`src/design/adcrc_map.vh`:
```
// Register offsets, field positions, reset values and timing counts of the ADC control block
`ifndef ADCRC_MAP_VH
`define ADCRC_MAP_VH

// ============================================================
// Register offsets
`define ADCRC_OFF_CLOCK_DIVIDER 8'hf2
`define ADCRC_OFF_CONTROL 8'hf3
`define ADCRC_OFF_RESULT_LOW 8'hf4
`define ADCRC_OFF_RESULT_HIGH 8'hf5
`define ADCRC_OFF_PIN_SELECT 8'hf6
`define ADCRC_OFF_IRQ_STATUS 8'hf7
`define ADCRC_OFF_IRQ_MASK 8'hf8

// ============================================================
// Control register fields
`define ADCRC_CTL_QUIET 6
`define ADCRC_CTL_ON 5
`define ADCRC_CTL_DONE 4
`define ADCRC_CTL_GO 3
`define ADCRC_CTL_SEL_HI 2
`define ADCRC_CTL_SEL_LO 0

// Interrupt status and mask fields
`define ADCRC_IRQ_DONE 0
`define ADCRC_IRQ_REFUSED 1
`define ADCRC_IRQ_BITS 2

// ============================================================
// Reset values
`define ADCRC_RST_BYTE 8'h00
`define ADCRC_RST_DIVIDER 5'h00
`define ADCRC_RST_RESULT 10'h000
`define ADCRC_RST_IRQ 2'h0

// ============================================================
// Timing counts
`define ADCRC_DIV_ZERO_PERIOD 7'h40
`define ADCRC_CONV_PERIODS 4'hb
`define ADCRC_LAST_PERIOD 4'ha

`endif

```
`src/design/adcrc_clk_div.v`:
```
// Converter clock prescaler: one tick per converter clock period
`default_nettype none
`include "adcrc_map.vh"

module adcrc_clk_div (
  input wire I_CLK,
  input wire I_RESET,
  input wire i_restart,
  input wire [4:0] i_divider,
  output reg o_tick
);

  reg [6:0] count;
  wire [6:0] period;

  // ============================================================
  // Period select: zero divider means the slowest rate
  assign period = (i_divider == 5'h00) ? `ADCRC_DIV_ZERO_PERIOD : {1'b0, i_divider, 1'b0};

  always @(posedge I_CLK) begin
    if (I_RESET || i_restart) begin
      count <= 7'h00;
      o_tick <= 1'b0;
    end else if (count >= period - 7'h01) begin
      // Greater-or-equal keeps a divider change mid-period from running away
      count <= 7'h00;
      o_tick <= 1'b1;
    end else begin
      count <= count + 7'h01;
      o_tick <= 1'b0;
    end
  end

endmodule // adcrc_clk_div
`default_nettype wire

```
`src/design/adcrc_top.v`:
```
// ADC register control: registers, conversion sequencer, interrupt
// ============================================================
`default_nettype none
`include "adcrc_map.vh"

module adcrc_top (
  input wire I_CLK,
  input wire I_RESET,
  input wire [7:0] I_ADDR,
  input wire [7:0] I_WDATA,
  input wire I_WR,
  input wire I_RD,
  output reg [7:0] O_RDATA,
  input wire [9:0] I_CORE_RESULT,
  output reg [7:0] O_PIN_ANALOG,
  output reg [2:0] O_CHANNEL,
  output reg O_CONVERTER_ON,
  output reg O_SAMPLE_HOLD,
  output reg O_CONVERTING,
  output reg O_QUIET_ACTIVE,
  output reg O_IRQ
);

  localparam ST_IDLE = 2'h0;
  localparam ST_SAMPLE = 2'h1;
  localparam ST_CONVERT = 2'h2;

  reg [1:0] state;
  reg [3:0] period_cnt;
  reg [4:0] divider_value;
  reg quiet_convert;
  reg converter_on;
  reg conversion_done_flag;
  reg convert_go;
  reg [2:0] input_channel_sel;
  reg [7:0] pin_analog_bits;
  reg [9:0] result;
  reg [1:0] irq_status;
  reg [1:0] irq_mask;
  reg start_pulse;
  reg done_event;
  reg refused_event;
  reg abort;
  wire tick;

  // Decoder for the write path; the read path decodes I_ADDR in its own case
  function hit;
    input [7:0] addr;
    input [7:0] off;
    begin
      hit = (addr == off);
    end
  endfunction

  wire wr_div = I_WR && hit(I_ADDR, `ADCRC_OFF_CLOCK_DIVIDER);
  wire wr_ctl = I_WR && hit(I_ADDR, `ADCRC_OFF_CONTROL);
  wire wr_pin = I_WR && hit(I_ADDR, `ADCRC_OFF_PIN_SELECT);
  wire wr_sts = I_WR && hit(I_ADDR, `ADCRC_OFF_IRQ_STATUS);
  wire wr_msk = I_WR && hit(I_ADDR, `ADCRC_OFF_IRQ_MASK);
  wire [2:0] wr_sel = I_WDATA[`ADCRC_CTL_SEL_HI:`ADCRC_CTL_SEL_LO];

  // ============================================================
  // Converter clock
  adcrc_clk_div adcrc_clk_div_i (
    .I_CLK(I_CLK),
    .I_RESET(I_RESET),
    .i_restart(start_pulse),
    .i_divider(divider_value),
    .o_tick(tick)
  );

  // ============================================================
  // Start decision; a channel not configured as analog refuses the start and raises the refused status
  always @* begin
    start_pulse = 1'b0;
    refused_event = 1'b0;
    if (wr_ctl && I_WDATA[`ADCRC_CTL_GO] && state == ST_IDLE) begin
      if (I_WDATA[`ADCRC_CTL_ON] && pin_analog_bits[wr_sel]) begin
        start_pulse = 1'b1;
      end else begin
        refused_event = 1'b1;
      end
    end
  end

  // Clearing converter_on mid-conversion abandons it without a result
  always @* begin
    abort = (state != ST_IDLE) && wr_ctl && !I_WDATA[`ADCRC_CTL_ON];
    done_event = (state == ST_CONVERT) && tick && (period_cnt == `ADCRC_LAST_PERIOD) && !abort;
  end

  // ============================================================
  // Conversion sequencer
  always @(posedge I_CLK) begin
    if (I_RESET) begin
      state <= ST_IDLE;
      period_cnt <= 4'h0;
      result <= `ADCRC_RST_RESULT;
      O_CHANNEL <= 3'h0;
    end else if (abort) begin
      state <= ST_IDLE;
      period_cnt <= 4'h0;
    end else begin
      case (state)
        ST_IDLE: begin
          if (start_pulse) begin
            state <= ST_SAMPLE;
            period_cnt <= 4'h0;
            O_CHANNEL <= wr_sel;
          end
        end
        ST_SAMPLE: begin
          if (tick) begin
            state <= ST_CONVERT;
            period_cnt <= 4'h1;
          end
        end
        ST_CONVERT: begin
          if (tick) begin
            if (period_cnt == `ADCRC_LAST_PERIOD) begin
              state <= ST_IDLE;
              period_cnt <= 4'h0;
              result <= I_CORE_RESULT;
            end else begin
              period_cnt <= period_cnt + 4'h1;
            end
          end
        end
        default: begin
          state <= ST_IDLE;
          period_cnt <= 4'h0;
        end
      endcase
    end
  end

  // ============================================================
  // Software registers
  always @(posedge I_CLK) begin
    if (I_RESET) begin
      divider_value <= `ADCRC_RST_DIVIDER;
      quiet_convert <= 1'b0;
      converter_on <= 1'b0;
      conversion_done_flag <= 1'b0;
      convert_go <= 1'b0;
      input_channel_sel <= 3'h0;
      pin_analog_bits <= `ADCRC_RST_BYTE;
      irq_status <= `ADCRC_RST_IRQ;
      irq_mask <= `ADCRC_RST_IRQ;
    end else begin
      // Reserved prescaler bits are not stored
      if (wr_div) begin
        divider_value <= I_WDATA[4:0];
      end
      if (wr_pin) begin
        pin_analog_bits <= I_WDATA;
      end
      if (wr_ctl) begin
        quiet_convert <= I_WDATA[`ADCRC_CTL_QUIET];
        converter_on <= I_WDATA[`ADCRC_CTL_ON];
        input_channel_sel <= wr_sel;
      end
      // Go bit is owned by hardware once set
      if (start_pulse) begin
        convert_go <= 1'b1;
      end else if (done_event || abort) begin
        convert_go <= 1'b0;
      end
      // Done flag: set wins over a software clear in the same cycle
      if (done_event) begin
        conversion_done_flag <= 1'b1;
      end else if (wr_ctl && !I_WDATA[`ADCRC_CTL_DONE]) begin
        conversion_done_flag <= 1'b0;
      end
      if (wr_msk) begin
        irq_mask <= I_WDATA[`ADCRC_IRQ_BITS-1:0];
      end
      irq_status[`ADCRC_IRQ_DONE] <= done_event ||
        (irq_status[`ADCRC_IRQ_DONE] && !(wr_sts && I_WDATA[`ADCRC_IRQ_DONE]));
      irq_status[`ADCRC_IRQ_REFUSED] <= refused_event ||
        (irq_status[`ADCRC_IRQ_REFUSED] && !(wr_sts && I_WDATA[`ADCRC_IRQ_REFUSED]));
    end
  end

  // ============================================================
  // Read path; result writes fall through to no register at all
  always @(posedge I_CLK) begin
    if (I_RESET) begin
      O_RDATA <= `ADCRC_RST_BYTE;
    end else if (I_RD) begin
      case (I_ADDR)
        `ADCRC_OFF_CLOCK_DIVIDER: O_RDATA <= {3'h0, divider_value};
        `ADCRC_OFF_CONTROL: O_RDATA <= {1'b0, quiet_convert, converter_on,
          conversion_done_flag, convert_go, input_channel_sel};
        `ADCRC_OFF_RESULT_LOW: O_RDATA <= {6'h00, result[1:0]};
        `ADCRC_OFF_RESULT_HIGH: O_RDATA <= result[9:2];
        `ADCRC_OFF_PIN_SELECT: O_RDATA <= pin_analog_bits;
        `ADCRC_OFF_IRQ_STATUS: O_RDATA <= {6'h00, irq_status};
        `ADCRC_OFF_IRQ_MASK: O_RDATA <= {6'h00, irq_mask};
        default: O_RDATA <= `ADCRC_RST_BYTE;
      endcase
    end else begin
      O_RDATA <= `ADCRC_RST_BYTE;
    end
  end

  // ============================================================
  // Outputs to the analog core and interrupt controller
  always @(posedge I_CLK) begin
    if (I_RESET) begin
      O_PIN_ANALOG <= `ADCRC_RST_BYTE;
      O_CONVERTER_ON <= 1'b0;
      O_SAMPLE_HOLD <= 1'b0;
      O_CONVERTING <= 1'b0;
      O_QUIET_ACTIVE <= 1'b0;
      O_IRQ <= 1'b0;
    end else begin
      O_PIN_ANALOG <= pin_analog_bits;
      O_CONVERTER_ON <= converter_on;
      O_SAMPLE_HOLD <= (state == ST_SAMPLE);
      O_CONVERTING <= (state != ST_IDLE);
      // Quiet mode only asks for low noise while a conversion runs
      O_QUIET_ACTIVE <= quiet_convert && (state != ST_IDLE);
      O_IRQ <= |(irq_status & irq_mask);
    end
  end

endmodule // adcrc_top
`default_nettype wire

```
`config.mk`:
```
export PLATFORM = sky130hd
export DESIGN_NAME = adcrc_top
export DESIGN_NICKNAME = d
export VERILOG_FILES = /design/src/design/adcrc_clk_div.v /design/src/design/adcrc_top.v
export VERILOG_INCLUDE_DIRS = /design/src /design/src/design
export SDC_FILE = /design/constraint.sdc
export NUM_CORES = 1
export LEC_CHECK = 0
export BUFFER_PORTS_ARGS = -buffer_cell sky130_fd_sc_hd__buf_2
export CAP_MARGIN = 20
export CORE_MARGIN = 4
export CORE_UTILIZATION = 56
export DETAILED_ROUTE_END_ITERATION = 10
export PLACE_DENSITY_LB_ADDON = 0.15
export RECOVER_POWER = 100
export SLEW_MARGIN = 20
export SYNTH_ARGS = -nofsm -noshare
export SYNTH_HDL_FRONTEND = slang
export SYNTH_HIERARCHICAL = 1
export SYNTH_SLANG_ARGS = --single-unit
export TNS_END_PERCENT = 100
```
`constraint.sdc`:
```
create_clock -name I_CLK -period 2.4 [get_ports I_CLK]
set_clock_uncertainty 0.1 [all_clocks]
set_input_delay 0.36 -clock I_CLK [delete_from_list [all_inputs] [get_ports I_CLK]]
set_output_delay 0.36 -clock I_CLK [all_outputs]
set_load 0.03 [all_outputs]
```
==> impl_results.md <==
* Max-cap violations at 0
* Worst slew pin tran at 1.24 ns
* Outcome: completed
* # DRC at 0
* Seq/Total Area, Yosys at ~44%
* Syn Area/Cell at approximately 9.2 um^2
* Vertical die dimension at between 80 and 90 um
* Worst setup EP type: flop
* Summed area of non-filler cells in the final layout at between 3000 and 4000 um^2
* Depth of the most critical reg-to-reg path at 5
* Final-report setup violation count at 0
* Net Count, Synth at 395
* Largest net degree at the start of global routing at 30
* Power Density at around 580 nW/um^2
* Post-CTS Setup Repair Bufs at 0
* Number of ports placed on the die boundary at 54
* Clock Root Buffer: sky130_fd_sc_hd__clkbuf_8
* Class of the tightest hold or removal check: in -> reg
* Launching point of the worst reg2reg path: pin_analog_bits[7]$_SDFFE_PP0P_
* Detailed-router iteration count before antenna repair at 5
* Routed via count at between 2,000 and 3,000
* Initial core utilization at between 50% and 60%
* Number of clock sinks at 72
* Port bufs at between 50 and 60
* Final critical path time including I/O delays and setup at around 2.2 ns
* Standard cell core area at 5570 um^2
* Routed via count divided by cell count at 5.81
* Die footprint at roughly 7100 um^2
* Worst supply voltage drop on vdd at around 0.43 mV
* Reg-to-reg critical path endpoint: period_cnt[1]$_SDFFE_PP0P_
* Sort of element at the start of the critical path: flop
* Worst-Skew Late Latency at ~0.34 ns
* Initial DRC Count at roughly 250
* Worst relative slew slack at between 15 and 20%
* Total number of H-tree levels at 3
* Final number of hold-violating endpoints at 0
* RePlAce Congestion at 0.890
* Critical Path Sink: period_cnt[1]$_SDFFE_PP0P_
* Cell Area, Synth at 3250 um^2
* Peak clock frequency supported by timing at approximately 450 MHz
* Clock tree from TritonCTS: yes
* Reg2Reg Setup Slack at 0.18 ns
* Register bit count reported by yosys at 72
* Overall power at between 2 and 2.5 mW
* Unrepaired setup endpoints after global routing: false
* Worst path required time at 2.53 ns
* Wire length of the first global-routing pass at ~13,000 um
* Setup crit start: pin_analog_bits[7]$_SDFFE_PP0P_
* Clock transition time at the flip-flop clock pins of the worst setup and hold paths at 0.07 ns
* Final WL at between 7000 and 8000 um
* Number of buffers inserted during clock tree synthesis at 9
* Setup total negative slack at 0 ns
* Initial antenna violation count at 0
* Share of cells above drive strength 1 at 15.0%
* Critical path arrival at between 2 and 2.5 ns
* Total global routing overflow at 0
* DIE WIDTH at approximately 84 um
* Fin util at 67.0%
* Critical path start-end classification: reg -> reg
* Final cycle utilization of the critical path at between 90% and 100%
* Predominant post-synthesis flop cell: sky130_fd_sc_hd__dfxtp_1
* Final Max Slew Viols at 0
* Fraction of synthesis flops using an asynchronous set or reset pin at 0%
* Vias in the first global route at between 2,000 and 3,000
* Total number of nets in the final design at 456
* Gr usage total at between 20% and 30%
* Post-layout worst setup margin at between 0.15 and 0.2 ns
* Leak Pwr at 1.47 nW
* ANT nets after route at 0
* Number of inserted diodes at 0
* Synth-to-layout area growth at 14.9%
* Number of rows created at floorplan at 27
* Setup Slack @ Placement at around 0.15 ns
* Detailed-route wire length per cell at about 16 um
* Placed standard-cell area at 3640 um^2
* Count of different cell masters after synthesis at 54
* Crit path max fanout at 7
* Post-synthesis instance total at approximately 350
* Longest Clk Path Bufs at 2
* Post-synth EDFFs at 0
* Post-detail-place hpwl at around 5600 um
* Count of cells resized by post-cts repair at 0
* Number of warning messages in the yosys log at 6
* # hold bufs at CTS at 0
==> cells in the mapped netlist, types with 4 or more instances <==
cell type	n	area share [%]
sky130_fd_sc_hd__ha_1	11	4.2
sky130_fd_sc_hd__dfxtp_1	72	44
sky130_fd_sc_hd__inv_1	8	0.92
sky130_fd_sc_hd__nand2_1	34	3.9
sky130_fd_sc_hd__a21oi_1	26	4.0
sky130_fd_sc_hd__nor2b_1	12	2.3
sky130_fd_sc_hd__nor3b_1	4	0.92
sky130_fd_sc_hd__nand3_1	25	3.8
sky130_fd_sc_hd__clkbuf_1	11	1.3
sky130_fd_sc_hd__a31oi_1	4	0.77
sky130_fd_sc_hd__nor2_1	33	3.8
sky130_fd_sc_hd__nor3_1	7	1.1
sky130_fd_sc_hd__a22oi_1	12	2.8
sky130_fd_sc_hd__mux2i_1	22	6.8
sky130_fd_sc_hd__o21ai_0	14	2.2
==> cell families (layout without fill, tap and decap cells) <==
kind of cell             count (synthesis)  in the layout  share of synthesized area, %
AND/OR/NAND/NOR                        147            147                          24.1
flip-flops                              72             72                          44.3
AO/OA/AOI/OAI                           69             69                          14.4
multiplexers                            24             24                          7.81
buffers and inverters                   24             90                          3.31
adder cells (fa/ha/maj)                 11             11                          4.23
XOR/XNOR                                 6              6                          1.62
other                                    1              1                         0.115
==> critical path, cell delays in order, from the launching register on <==
cell	delay, ns
sky130_fd_sc_hd__dfxtp_1	0.35
sky130_fd_sc_hd__mux4_2	0.49
sky130_fd_sc_hd__nand2b_4	0.16
sky130_fd_sc_hd__a41oi_1	0.50
sky130_fd_sc_hd__and3b_1	0.26
sky130_fd_sc_hd__o221a_1	0.25
==> per-layer routing <==
metal  global-route usage [%]  share of wire, %
met5                        0                 0
met4                     11.0               1.8
met3                     4.12               6.9
met2                     34.9                46
met1                     29.3                45
==> final cells by class <==
type	count	area [um^2]
well taps	72	90.1
fillers	485	1840
clock inverters	6	33.8
flip-flops and latches	72	1440
multi-input cells	258	1670
inverters	8	30.0
clock buffers	10	138
repair buffers	66	329
==> placed cells by master, fill, tap and decap left out, types with 11 or more instances in the layout <==
cell	n
sky130_fd_sc_hd__a21oi_1	26
sky130_fd_sc_hd__a22oi_1	12
sky130_fd_sc_hd__buf_2	27
sky130_fd_sc_hd__clkbuf_1	29
sky130_fd_sc_hd__dfxtp_1	72
sky130_fd_sc_hd__ha_1	11
sky130_fd_sc_hd__mux2i_1	22
sky130_fd_sc_hd__nand2_1	34
sky130_fd_sc_hd__nand3_1	25
sky130_fd_sc_hd__nor2_1	33
sky130_fd_sc_hd__nor2b_1	12
sky130_fd_sc_hd__o21ai_0	14
==> where the power goes <==
group          internal [mW]  leakage (nW)  total (mW)  switching (mW)
combinational         0.0430         0.798       0.116          0.0726
sequential              1.20         0.580        1.21         0.00696
clock                  0.397        0.0960       0.834           0.437
==> through the flow <==
stage	std cells	hold WS (ns)
floorplan	354	0.345
global placement	476	0.362
detailed placement	476	0.368
CTS	492	0.137
global route	492	0.145
finish	492	0.148
==> sequential cells by signal, summed over array words and instances, names as in the netlist <==
name,flops
quiet_convert,1
pin_analog_bits,8
O_CONVERTER_ON,1
convert_go,1
converter_on,1
O_IRQ,1
state,2
O_CHANNEL,3
adcrc_clk_div_i/count,7
O_RDATA,8
input_channel_sel,3
result,10
adcrc_clk_div_i/o_tick,1
period_cnt,4
O_QUIET_ACTIVE,1
irq_status,2
O_PIN_ANALOG,8
irq_mask,2
O_SAMPLE_HOLD,1
conversion_done_flag,1
divider_value,5
O_CONVERTING,1
==> worst min-delay path by stage <==
stage                                    start                          to  slack (ns)  cells past startpoint
floorplan           quiet_convert$_SDFFE_PP0N_  quiet_convert$_SDFFE_PP0N_        0.35                      2
global placement    quiet_convert$_SDFFE_PP0N_  quiet_convert$_SDFFE_PP0N_        0.36                      2
detailed placement  quiet_convert$_SDFFE_PP0N_  quiet_convert$_SDFFE_PP0N_        0.37                      2
CTS                           I_CORE_RESULT[5]      result[5]$_SDFFE_PP0P_        0.14                      3
global route                  I_CORE_RESULT[8]      result[8]$_SDFFE_PP0P_        0.14                      3
finish                        I_CORE_RESULT[1]      result[1]$_SDFFE_PP0P_        0.15                      3
Note: power is estimated with default switching activity, not from simulation.
